File: config.mk
export PLATFORM = sky130hd
export DESIGN_NAME = mpo_port
export DESIGN_NICKNAME = d
export VERILOG_FILES = /design/src/hdl/mpo_pkg.sv /design/src/hdl/mpo_port.sv
export SDC_FILE = /design/constraint.sdc
export NUM_CORES = 1
export LEC_CHECK = 0
export ABC_CLOCK_PERIOD_IN_PS = 4500
export BUFFER_PORTS_ARGS = -buffer_cell sky130_fd_sc_hd__buf_2
export CAP_MARGIN = 20
export CORE_ASPECT_RATIO = 0.7
export CORE_MARGIN = 2
export CORE_UTILIZATION = 60
export CTS_CLUSTER_DIAMETER = 60
export DETAILED_ROUTE_END_ITERATION = 7
export GPL_TIMING_DRIVEN = 1
export PLACE_DENSITY = 0.84
export SYNTH_ARGS = -nofsm -noshare
export SYNTH_HDL_FRONTEND = slang
export SYNTH_SLANG_ARGS = --single-unit
File: constraint.sdc
create_clock -name i_clk -period 4.5 [get_ports i_clk]
set_clock_uncertainty 0.2 [all_clocks]
set_input_delay 0 -clock i_clk [delete_from_list [all_inputs] [get_ports i_clk]]
set_output_delay 0 -clock i_clk [all_outputs]
set_load 0.03 [all_outputs]
File: src/hdl/mpo_pkg.sv
// Register map, reset values and carrier types of the general pin port
package mpo_pkg;
  localparam int          MPO_PINS      = 16;
  localparam int          MPO_SET_W     = 8;
  localparam logic [7:0]  MPO_SET1_BASE = 8'h20;
  localparam logic [4:0]  MPO_OFS_IRQEN = 5'h00;
  localparam logic [4:0]  MPO_OFS_LEVEL = 5'h04;
  localparam logic [4:0]  MPO_OFS_TRI   = 5'h08;
  localparam logic [4:0]  MPO_OFS_INV   = 5'h0c;
  localparam logic [4:0]  MPO_OFS_DIR   = 5'h10;
  localparam logic [4:0]  MPO_OFS_OD    = 5'h14;
  localparam logic [7:0]  MPO_ADR_STAT  = 8'h40;
  localparam logic [7:0]  MPO_ADR_MASK  = 8'h44;
  localparam logic [7:0]  MPO_ADR_CTRL  = 8'h48;
  localparam int          MPO_CTRL_TMR  = 0;
  localparam int          MPO_STAT_PIN  = 0;
  localparam logic [7:0]  MPO_RST_DIR   = 8'hff;
  localparam logic [7:0]  MPO_RST_ZERO  = 8'h00;
  localparam logic [1:0]  MPO_RESP_OK   = 2'h0;
  localparam logic [1:0]  MPO_RESP_ERR  = 2'h2;
  localparam int          MPO_SYNC_LEN  = 2;

  typedef enum logic [3:0] {
    MPO_K_NONE, MPO_K_IRQEN, MPO_K_LEVEL, MPO_K_TRI, MPO_K_INV,
    MPO_K_DIR, MPO_K_OD, MPO_K_STAT, MPO_K_MASK, MPO_K_CTRL
  } mpo_kind_t;

  typedef struct packed {
    logic [15:0] out;
    logic [15:0] oe;
  } mpo_drive_t;

  typedef struct packed {
    mpo_kind_t kind;
    logic      hi;
  } mpo_sel_t;
endpackage

File: src/hdl/mpo_port.sv
// General pin port: sixteen configurable pins behind an AXI4-Lite slave
`timescale 1ns/100ps
module mpo_port import mpo_pkg::*; #(
  parameter int ADDR_W = 8,
  parameter int PINS   = MPO_PINS
) (
  // Clock and reset
  input  wire logic              i_clk,
  input  wire logic              i_reset_n,
  // AXI4-Lite write
  input  wire logic [ADDR_W-1:0] i_awaddr,
  input  wire logic              i_awvalid,
  output logic                   o_awready,
  input  wire logic [31:0]       i_wdata,
  input  wire logic [3:0]        i_wstrb,
  input  wire logic              i_wvalid,
  output logic                   o_wready,
  output logic [1:0]             o_bresp,
  output logic                   o_bvalid,
  input  wire logic              i_bready,
  // AXI4-Lite read
  input  wire logic [ADDR_W-1:0] i_araddr,
  input  wire logic              i_arvalid,
  output logic                   o_arready,
  output logic [31:0]            o_rdata,
  output logic [1:0]             o_rresp,
  output logic                   o_rvalid,
  input  wire logic              i_rready,
  // Pins and timer
  input  wire logic [PINS-1:0]   i_pin_in,
  output logic [PINS-1:0]        o_pin_out,
  output logic [PINS-1:0]        o_pin_oe,
  input  wire logic              i_timer_out,
  // Interrupts
  output logic                   o_pin_irq,
  output logic                   o_irq
);
  if (PINS != 2 * MPO_SET_W || ADDR_W < 8) begin : g_bad_cfg
    $error("mpo_port: PINS must be 16 and ADDR_W at least 8");
  end

  function automatic mpo_sel_t decode(input logic [ADDR_W-1:0] a);
    mpo_sel_t s;
    s.kind = MPO_K_NONE;
    s.hi   = a[5];
    if (a[ADDR_W-1:7] == '0 && a[1:0] == 2'h0) begin
      if (a[6] == 1'b0) begin
        case (a[4:0])
          MPO_OFS_IRQEN: s.kind = MPO_K_IRQEN;
          MPO_OFS_LEVEL: s.kind = MPO_K_LEVEL;
          MPO_OFS_TRI:   s.kind = MPO_K_TRI;
          MPO_OFS_INV:   s.kind = MPO_K_INV;
          MPO_OFS_DIR:   s.kind = MPO_K_DIR;
          MPO_OFS_OD:    s.kind = MPO_K_OD;
          default:       s.kind = MPO_K_NONE;
        endcase
      end else begin
        case (a[7:0])
          MPO_ADR_STAT: s.kind = MPO_K_STAT;
          MPO_ADR_MASK: s.kind = MPO_K_MASK;
          MPO_ADR_CTRL: s.kind = MPO_K_CTRL;
          default:      s.kind = MPO_K_NONE;
        endcase
      end
    end
    return s;
  endfunction

  // Byte lane 0 updates the half that the address picks
  function automatic logic [15:0] upd(input logic [15:0] cur, input logic hi,
                                      input logic [7:0] d);
    return hi ? {d, cur[7:0]} : {cur[15:8], d};
  endfunction

  function automatic logic [7:0] half(input logic [15:0] v, input logic hi);
    return hi ? v[15:8] : v[7:0];
  endfunction

  // Pin registers, one 16-bit vector per kind, two byte-wide sets
  logic [15:0] pin_irq_enable;
  logic [15:0] pin_level;
  logic [15:0] pin_tristate;
  logic [15:0] pin_input_invert;
  logic [15:0] pin_direction;
  logic [15:0] pin_open_drain;
  logic        timer_sel;
  logic        irq_status;
  logic        irq_mask;

  // Write channel holding
  logic              aw_held;
  logic              w_held;
  logic [ADDR_W-1:0] aw_addr;
  logic [31:0]       w_data;
  logic              w_lane0;
  logic              do_write;
  logic              next_aw_held;
  logic              next_w_held;
  logic              next_bvalid;
  mpo_sel_t          wsel;

  assign do_write     = aw_held && w_held && !o_bvalid;
  assign next_aw_held = (aw_held && !do_write) || (i_awvalid && o_awready);
  assign next_w_held  = (w_held && !do_write) || (i_wvalid && o_wready);
  assign next_bvalid  = do_write || (o_bvalid && !i_bready);
  assign wsel         = decode(aw_addr);

  always_ff @(posedge i_clk) begin
    if (!i_reset_n) begin
      aw_held   <= 1'b0;
      w_held    <= 1'b0;
      aw_addr   <= '0;
      w_data    <= '0;
      w_lane0   <= 1'b0;
      o_awready <= 1'b0;
      o_wready  <= 1'b0;
      o_bvalid  <= 1'b0;
      o_bresp   <= MPO_RESP_OK;
    end else begin
      aw_held   <= next_aw_held;
      w_held    <= next_w_held;
      o_awready <= !next_aw_held && !next_bvalid;
      o_wready  <= !next_w_held && !next_bvalid;
      o_bvalid  <= next_bvalid;
      if (i_awvalid && o_awready) begin
        aw_addr <= i_awaddr;
      end
      if (i_wvalid && o_wready) begin
        w_data  <= i_wdata;
        w_lane0 <= i_wstrb[0];
      end
      if (do_write) begin
        o_bresp <= (wsel.kind == MPO_K_NONE) ? MPO_RESP_ERR : MPO_RESP_OK;
      end
    end
  end

  logic wr_en;
  assign wr_en = do_write && w_lane0;

  always_ff @(posedge i_clk) begin
    if (!i_reset_n) begin
      pin_irq_enable   <= {2{MPO_RST_ZERO}};
      pin_level        <= {2{MPO_RST_ZERO}};
      pin_tristate     <= {2{MPO_RST_ZERO}};
      pin_input_invert <= {2{MPO_RST_ZERO}};
      pin_direction    <= {2{MPO_RST_DIR}};
      pin_open_drain   <= {2{MPO_RST_ZERO}};
      timer_sel        <= 1'b0;
      irq_mask         <= 1'b0;
    end else if (wr_en) begin
      case (wsel.kind)
        MPO_K_IRQEN: pin_irq_enable   <= upd(pin_irq_enable, wsel.hi, w_data[7:0]);
        MPO_K_LEVEL: pin_level        <= upd(pin_level, wsel.hi, w_data[7:0]);
        MPO_K_TRI:   pin_tristate     <= upd(pin_tristate, wsel.hi, w_data[7:0]);
        MPO_K_INV:   pin_input_invert <= upd(pin_input_invert, wsel.hi, w_data[7:0]);
        MPO_K_DIR:   pin_direction    <= upd(pin_direction, wsel.hi, w_data[7:0]);
        MPO_K_OD:    pin_open_drain   <= upd(pin_open_drain, wsel.hi, w_data[7:0]);
        MPO_K_MASK:  irq_mask         <= w_data[MPO_STAT_PIN];
        MPO_K_CTRL:  timer_sel        <= w_data[MPO_CTRL_TMR];
        default:     timer_sel        <= timer_sel;
      endcase
    end
  end

  // Input path: only sync_b is read beyond the first stage
  logic [15:0] sync_a;
  logic [15:0] sync_b;
  logic [15:0] level_in;
  logic [15:0] trig;
  logic [15:0] trig_q;
  logic [15:0] cand;
  logic [15:0] edge_hit;
  logic [15:0] pend;
  logic [15:0] level_read;
  logic [15:0] tmr_mask;

  assign tmr_mask   = {15'h0000, timer_sel};
  assign level_in   = sync_b ^ pin_input_invert;
  assign level_read = (pin_direction & level_in) | (~pin_direction & pin_level);
  // Active edge chosen by inversion and level bits together
  assign trig       = level_in ^ pin_level;
  assign cand       = pin_irq_enable & pin_direction & ~tmr_mask;
  assign edge_hit   = trig & ~trig_q & cand;

  always_ff @(posedge i_clk) begin
    if (!i_reset_n) begin
      sync_a <= '0;
      sync_b <= '0;
      trig_q <= '0;
    end else begin
      sync_a <= i_pin_in;
      sync_b <= sync_a;
      trig_q <= trig;
    end
  end

  // Read channel
  mpo_sel_t rsel;
  logic     ar_hs;
  logic     lvl_rd;
  logic     next_rvalid;
  logic     stat_clr;
  assign rsel        = decode(i_araddr);
  assign ar_hs       = i_arvalid && o_arready;
  assign lvl_rd      = ar_hs && rsel.kind == MPO_K_LEVEL;
  assign next_rvalid = ar_hs || (o_rvalid && !i_rready);
  assign stat_clr    = wr_en && wsel.kind == MPO_K_STAT && w_data[MPO_STAT_PIN];

  // New edges win over the read-side clear
  always_ff @(posedge i_clk) begin
    if (!i_reset_n) begin
      pend <= '0;
    end else begin
      pend <= (pend & ~{16{lvl_rd}}) | edge_hit;
    end
  end

  always_ff @(posedge i_clk) begin
    if (!i_reset_n) begin
      irq_status <= 1'b0;
      o_pin_irq  <= 1'b0;
      o_irq      <= 1'b0;
    end else begin
      irq_status <= (irq_status && !stat_clr) || (|edge_hit);
      o_pin_irq  <= |pend;
      o_irq      <= irq_status && irq_mask;
    end
  end

  always_ff @(posedge i_clk) begin
    if (!i_reset_n) begin
      o_arready <= 1'b0;
      o_rvalid  <= 1'b0;
      o_rdata   <= '0;
      o_rresp   <= MPO_RESP_OK;
    end else begin
      o_arready <= !next_rvalid;
      o_rvalid  <= next_rvalid;
      if (ar_hs) begin
        o_rresp <= (rsel.kind == MPO_K_NONE) ? MPO_RESP_ERR : MPO_RESP_OK;
        case (rsel.kind)
          MPO_K_IRQEN: o_rdata <= {24'h000000, half(pin_irq_enable, rsel.hi)};
          MPO_K_LEVEL: o_rdata <= {24'h000000, half(level_read, rsel.hi)};
          MPO_K_TRI:   o_rdata <= {24'h000000, half(pin_tristate, rsel.hi)};
          MPO_K_INV:   o_rdata <= {24'h000000, half(pin_input_invert, rsel.hi)};
          MPO_K_DIR:   o_rdata <= {24'h000000, half(pin_direction, rsel.hi)};
          MPO_K_OD:    o_rdata <= {24'h000000, half(pin_open_drain, rsel.hi)};
          MPO_K_STAT:  o_rdata <= {31'h00000000, irq_status};
          MPO_K_MASK:  o_rdata <= {31'h00000000, irq_mask};
          MPO_K_CTRL:  o_rdata <= {31'h00000000, timer_sel};
          default:     o_rdata <= 32'h00000000;
        endcase
      end
    end
  end

  // Pin drive, registered so the pads see no decode glitches
  mpo_drive_t drv;
  always_comb begin
    for (int i = 0; i < 16; i++) begin
      drv.out[i] = pin_level[i];
      drv.oe[i]  = 1'b1;
      if (pin_direction[i] || pin_tristate[i]) begin
        drv.oe[i] = 1'b0;
      end else if (pin_open_drain[i]) begin
        drv.out[i] = 1'b0;
        drv.oe[i]  = !pin_level[i];
      end
    end
    if (timer_sel) begin
      drv.out[0] = i_timer_out;
      drv.oe[0]  = 1'b1;
    end
  end

  always_ff @(posedge i_clk) begin
    if (!i_reset_n) begin
      o_pin_out <= '0;
      o_pin_oe  <= '0;
    end else begin
      o_pin_out <= drv.out;
      o_pin_oe  <= drv.oe;
    end
  end

  logic [15:0] in_mask;
  logic [15:0] pp_mask;
  assign in_mask = pin_direction & ~tmr_mask;
  assign pp_mask = ~pin_direction & ~pin_tristate & ~pin_open_drain & ~tmr_mask;
endmodule

### After elaboration in Yosys (flattened, before gate mapping)

Index checks and enable logic that the tools add are counted.

* flip-flop bits (word level): 257
* bits of input ports: 76
* output and inout port bits: 75
* logic and storage cells: 274

* equality and inequality tests: 34
* mux-type cells: 68
* bitwise gates (word level): 19
* reductions and logical operators: 102

Operator list (number)
* AND 16 bit: 7
* case mux 8 bit (9 select lines): 1
* 2-to-1 mux 1 bit: 51
* == test 8 x 7 -> 1 bit (second input constant): 6
* 2-to-1 mux 8 bit: 6
* inverter 16 bit: 3
* case mux 3 bit (6 select lines): 2
* AND reduction 3 bit: 12
* == test 4 x 3 -> 1 bit (second input constant): 8
* OR 16 bit: 2
* OR reduction 16 bit: 2
* XOR 16 bit: 2
* OR reduction 2 bit: 15
* zero test 1 bit: 25
* case mux 4 bit (3 select lines): 2
* logical OR 1 bit: 21
* == test 5 x 4 -> 1 bit (second input constant): 4
* == test 5 bit (second input constant): 4
* logical AND 1 bit: 19
* == test 4 x 2 -> 1 bit (second input constant): 4
* == test 4 bit (second input constant): 4
* 2-to-1 mux 4 bit: 4
* inverter 1 -> 16 bit: 1
* == test 5 x 3 -> 1 bit (second input constant): 2
* other kinds (7): 16

### Depth between registers and ports, before layout

* depth in word-level cells: 10
* depth in mapped cells: 9
* mapped depth without buffers: 6

### Least setup slack after synthesis

OpenSTA, ideal clock, no wires.

* kind: register -> register
* from: register aw_addr[3]
* to: register pin_input_invert[10]
* arrival: 1.898 ns
* required time: 4.172 ns
* setup slack: 2.274 ns
* stages on the path, launching flop included: 8
* period minus slack after synthesis: 2.226 ns
* cells stage by stage: dfxtp_1 > buf_2 > nand2_1 > or3b_4 > o21a_4 > nor4_4 > mux2i_1 > nor2_1

* word-level cells in the longest chain between the ends: 6
* elaborated cells on any way between the ends: 15
* those cells by class: 9 x eq/ne; 4 x mux; 2 x reduce/logical

RTL lines
* start: declaration: RTL line mpo_port.sv:93 `logic [ADDR_W-1:0] aw_addr;`
* start signal: assignment: RTL line mpo_port.sv:126 `aw_addr <= i_awaddr;`
* == test 5 bit, or another cell as far along: RTL line mpo_port.sv:48 `case (a[4:0])`
* case mux 3 bit (6 select lines) or case mux 4 bit (3 select lines) (tied branches): RTL line mpo_port.sv:48, mpo_port.sv:58
* 2-to-1 mux 4 bit *: RTL line mpo_port.sv:47 `if (a[6] == 1'b0) begin`
* 2-to-1 mux 4 bit *: RTL line mpo_port.sv:46 `if (a[ADDR_W-1:7] == '0 && a[1:0] == 2'h0) begin`
* == test 4 x 3 -> 1 bit *: RTL line mpo_port.sv:152 `case (wsel.kind)`
* AND reduction 3 bit (no line) *
* end signal: assignment: RTL line mpo_port.sv:146 `pin_input_invert <= {2{MPO_RST_ZERO}};`
* end signal: assignment: RTL line mpo_port.sv:156 `MPO_K_INV: pin_input_invert <= upd(pin_input_invert, wsel.hi, w_data[7:0]);`
* end: declaration: RTL line mpo_port.sv:83 `logic [15:0] pin_input_invert;`

Every way passes the cells marked *; elsewhere a longest branch is shown, timed or not.
A chain may end at the register's enable or synchronous reset.

### Worst setup path in the final report

* from: register aw_addr[6]
* to: register pin_irq_enable[1]

* word-level cells in the longest chain between the ends: 6
* elaborated cells on any way between the ends: 8
* those cells by class: 4 x eq/ne; 3 x mux; 1 x reduce/logical

RTL lines
* == test 8 x 7 -> 1 bit: RTL line mpo_port.sv:58 `case (a[7:0])`
* case mux 4 bit (3 select lines): RTL line mpo_port.sv:58
* 2-to-1 mux 4 bit *: RTL line mpo_port.sv:47
* 2-to-1 mux 4 bit *: RTL line mpo_port.sv:46
* == test 4 x 1 -> 1 bit *: RTL line mpo_port.sv:152
* AND reduction 3 bit (no line) *
* end signal: assignment: RTL line mpo_port.sv:143 `pin_irq_enable <= {2{MPO_RST_ZERO}};`
* end signal: assignment: RTL line mpo_port.sv:153 `MPO_K_IRQEN: pin_irq_enable <= upd(pin_irq_enable, wsel.hi, w_data[7:0]);`
* end: declaration: RTL line mpo_port.sv:80 `logic [15:0] pin_irq_enable;`

Marks and branches as above.

==> impl_table.tex <==
\begin{tabular}{lr}
\hline
Metric & Value \\
\hline
\multicolumn{2}{l}{\textbf{Floorplan}} \\
\quad Floorplan die width & 156.3 um \\
\quad Full die area & 17290 um2 \\
\quad Die outline height & 110.6 um \\
\quad Core outline area & 15690 um2 \\
\quad Std-Cell Rows & 38 \\
\quad Count of pins on the block boundary & 151 \\
\quad Initial standard-cell utilization of the core & 0.6211 \\
\multicolumn{2}{l}{\textbf{Placed design}} \\
\quad Port Buffer Count & 97 \\
\quad Placer Congestion & 0.9424 \\
\quad Instance area at placement & 10220 um2 \\
\quad Detailed-placement wirelength estimate & 16780 um \\
\multicolumn{2}{l}{\textbf{Finish}} \\
\quad Share of post-route cells with drive strength above 1 & 0.1389 \\
\quad Nets@finish & 1284 \\
\quad Post-layout util & 0.7452 \\
\quad Area growth syn-to-layout & 19.99\% \\
\quad Fill cell count & 1102 \\
\quad Design Area, Final & 11690 um2 \\
\multicolumn{2}{l}{\textbf{STA}} \\
\quad Hold WS & 0.01880 ns \\
\quad Final setup TNS & 0 ns \\
\quad Upper clock frequency limit & 301.2 MHz \\
\quad Worst slew pin tran & 1.137 ns \\
\quad Clock period minus worst slack & 3.320 ns \\
\quad Final hold viol count & 0 \\
\quad Headroom to the max-slew limit & 0.2364 \\
\quad Max-slew violations & 0 \\
\quad Final worst path period share & 0.7377 \\
\quad Final setup fails & 0 \\
\quad RSZ-0062 raised after global routing & no \\
\multicolumn{2}{l}{\textbf{Power and ir drop}} \\
\quad Leakage Power & 4.891 nW \\
\quad Peak supply drop & 0.2601 mV \\
\quad Pwr Density & 371.3 nW/um2 \\
\quad Overall power & 4.342 mW \\
\multicolumn{2}{l}{\textbf{Worst setup path}} \\
\quad Delay of the slowest cell on the worst path & 0.76 ns \\
\quad Crit-path slowest cell & dfxtp\_1 \\
\quad Required time of the critical path & 4.66 ns \\
\quad Most used cell along the critical path & and3\_1 \\
\quad Reg2Reg Launch Point & aw\_addr[6]\$\_SDFFE\_PN0P\_ \\
\quad R2r endpoint & pin\_irq\_enable[1]\$\_SDFFE\_PN0P\_ \\
\quad Ordered cell list for the critical path & nor4b\_1 > o21bai\_1 > and3\_1 > and3\_1 > mux2i\_1 > nor2\_1 \\
\quad Capturing element type of the critical path & flip-flop \\
\quad Worst Reg-to-Reg Cells & 6 \\
\quad WS Path Type & flip-flop to flip-flop \\
\quad R2R setup slack & 1.18 ns \\
\quad Critical path data arrival time & 3.48 ns \\
\quad Sort of element at the start of the critical path & flip-flop \\
\quad Largest fanout of any net on the critical path & 16 \\
\multicolumn{2}{l}{\textbf{Global route}} \\
\quad Overflow left after global routing & 0 \\
\quad Routing usage on met2 & 0.5034 \\
\quad GR Layer Usage met1 & 0.4370 \\
\quad Wire length of the first global-routing pass & 43600 um \\
\quad Antenna violations before repair & 1 \\
\quad GR peak layer & met2 \\
\quad Vias in the first global route & 7969 \\
\quad M3 GR Usage & 0.06319 \\
\quad Total track usage & 0.3182 \\
\quad Pin count of the biggest net entering global routing & 98 \\
\multicolumn{2}{l}{\textbf{Worst hold path}} \\
\quad Number of cells on the worst hold path & 5 \\
\quad Hold EP & o\_rdata[1]\$\_SDFFE\_PN0P\_ \\
\quad HP Start & i\_araddr[1] \\
\quad Class of the tightest hold or removal check & input port to flip-flop \\
\multicolumn{2}{l}{\textbf{Clock network}} \\
\quad Root buffer cell & clkbuf\_16 \\
\quad Clock latency on the worst-skew pair & 0.51 ns \\
\quad Clock-pin slew on the worst setup and hold paths & 0.07 ns \\
\quad Clock net sink count & 231 \\
\quad Number of buffers inserted during clock tree synthesis & 22 \\
\quad CTS H-tree lvls & 1 \\
\quad Clock tree from TritonCTS & done \\
\quad Number of buffers on the longest clock path & 3 \\
\multicolumn{2}{l}{\textbf{Logic synthesis}} \\
\quad Leading cell type by number of instances after synthesis & dfxtp\_1 \\
\quad Cell area after synthesis & 9744 um2 \\
\quad Gate count after technology mapping & 1069 \\
\quad Yosys warning count & 0 \\
\quad Fraction of synthesis flops using an asynchronous set or reset pin & 0 \\
\quad Synth cell types & 64 \\
\quad Cell type with the highest aggregate area in the netlist & dfxtp\_1 \\
\quad \#FFs+latches synth & 231 \\
\quad Commonest register cell after synthesis & dfxtp\_1 \\
\quad Area share of the largest cell type after synthesis & 0.4746 \\
\quad Cell types occupying the most area after synthesis & dfxtp\_1 47\%, mux2i\_1 12\%, a21oi\_1 5.6\% \\
\quad Top cell types by occurrence after synthesis & 231 x dfxtp\_1, 141 x nand2\_1, 124 x nor2\_1 \\
\quad Mean post-synth cell area & 9.115 um2 \\
\quad Fraction of the yosys area taken by sequential cells & 0.4746 \\
\quad Post-synth EDFFs & 0 \\
\multicolumn{2}{l}{\textbf{Routing}} \\
\quad Number of DRC markers after the initial detailed-route iteration & 937 \\
\quad Post-detailed-route count of antenna-violating nets & 0 \\
\quad Total via count after detailed routing & 8577 \\
\quad Routed Wire Length & 28040 um \\
\quad First drt pass iteration count & 5 \\
\quad Average vias per placed instance & 6.019 \\
\quad Routed length per instance & 19.68 um \\
\quad Detailed-route DRC error count & 0 \\
\multicolumn{2}{l}{\textbf{Run status}} \\
\quad Run status & complete, no violations \\
\multicolumn{2}{l}{\textbf{Job}} \\
\quad Reported max-cap violation count & 0 \\
\hline
\end{tabular}
repair_timing:
item                       in CTS  in global routing
gates resized for setup         0                  0
setup buffers                   0                  0
hold buffers                   71                  0
setup endpoints to repair       0                  0
hold endpoints to repair       76                  0
state kept, by name (all words and copies together) (netlist names), 16 cells and up:
signal and count:
pin_tristate 16, sync_b 16, pin_direction 16, trig_q 16, pin_level 16, pin_irq_enable 16
pend 16, o_pin_oe 16, sync_a 16, pin_open_drain 16, o_pin_out 16, pin_input_invert 16
metal layers:
layer / part of all wire / vias to the layer above
met2: 0.45 / 538
met3: 0.099 / 87
met4: 0.037 / 0
li1: - / 3913
met1: 0.41 / 4039
met5: 0 / -
worst max-delay path: cells and delay by family (launching register included):
| kind | cells | cell delay, ns |
|---|---|---|
| AOI/OAI and AO/OA | 1 | 0.28 |
| muxes | 1 | 0.31 |
| DFF | 1 | 0.76 |
| and+or+nand+nor | 4 | 1.61 |
power breakdown:
| group | leakage (nW) | switching, mW | internal (mW) |
|---|---|---|---|
| Sequential | 1.87 | 0.0342 | 2.07 |
| Combinational | 2.65 | 0.180 | 0.114 |
| Clock | 0.367 | 0.813 | 1.13 |
cells in the final DEF, fill, tap and decap left out, types with 8 or more instances in the layout:
cell type      count
nand4b_1          16
clkbuf_16         23
dfxtp_1          231
xnor2_1           34
nand3_1           18
nor2_1           124
clkinv_2           8
conb_1            26
buf_2             97
o21ai_0            9
mux2i_1          115
and3_1             8
a21oi_1          109
nor3_1             9
nand2_1          141
and2_1            51
dlygate4sd3_1     71
a211oi_1          13
cell type report:
| type | instances | area, um2 | area share |
|---|---|---|---|
| Multi-Input combinational cell | 773 | 4790 | 0.4096 |
| Sequential cell | 231 | 4624 | 0.3955 |
| Timing Repair Buffer | 175 | 1249 | 0.1068 |
| Clock buffer | 25 | 593.1 | 0.05072 |
| Tap cell | 200 | 250.2 | 0.02140 |
| Clock inverter | 15 | 163.9 | 0.01402 |
| Inverter | 5 | 20.02 | 0.001712 |
| Antenna cell | 1 | 2.502 | 0.0002140 |
worst max path at each step:
stage	slack [ns]	from	cells past startpoint	end
4_1_cts	1.32	aw_addr[6]$_SDFFE_PN0P_	6	pin_irq_enable[1]$_SDFFE_PN0P_
3_3_place_gp	1.46	aw_addr[6]$_SDFFE_PN0P_	6	pin_irq_enable[1]$_SDFFE_PN0P_
5_1_grt	1.06	aw_addr[6]$_SDFFE_PN0P_	6	pin_input_invert[15]$_SDFFE_PN0P_
6_report	1.18	aw_addr[6]$_SDFFE_PN0P_	6	pin_irq_enable[1]$_SDFFE_PN0P_
3_5_place_dp	1.35	aw_addr[6]$_SDFFE_PN0P_	6	pin_irq_enable[1]$_SDFFE_PN0P_
2_1_floorplan	2.27	aw_addr[3]$_SDFFE_PN0P_	7	pin_input_invert[10]$_SDFFE_PN0P_
cell families after synthesis:
kind of cell,synth area share
and+or+nand+nor,0.2060
DFF,0.4746
AOI/OAI and AO/OA,0.1093
muxes,0.1320
buffers and inverters,0.04635
xor gates and xnor gates,0.03146
other,0.0003848
per-stage QoR:
stage	instances	setup slack, ns
after floorplan	1094	2.274
after global placement	1313	1.457
after detailed placement	1313	1.346
after CTS	1424	1.319
after global routing	1425	1.058
final	1425	1.180
No activity file was read; power rests on OpenSTA's default activity.
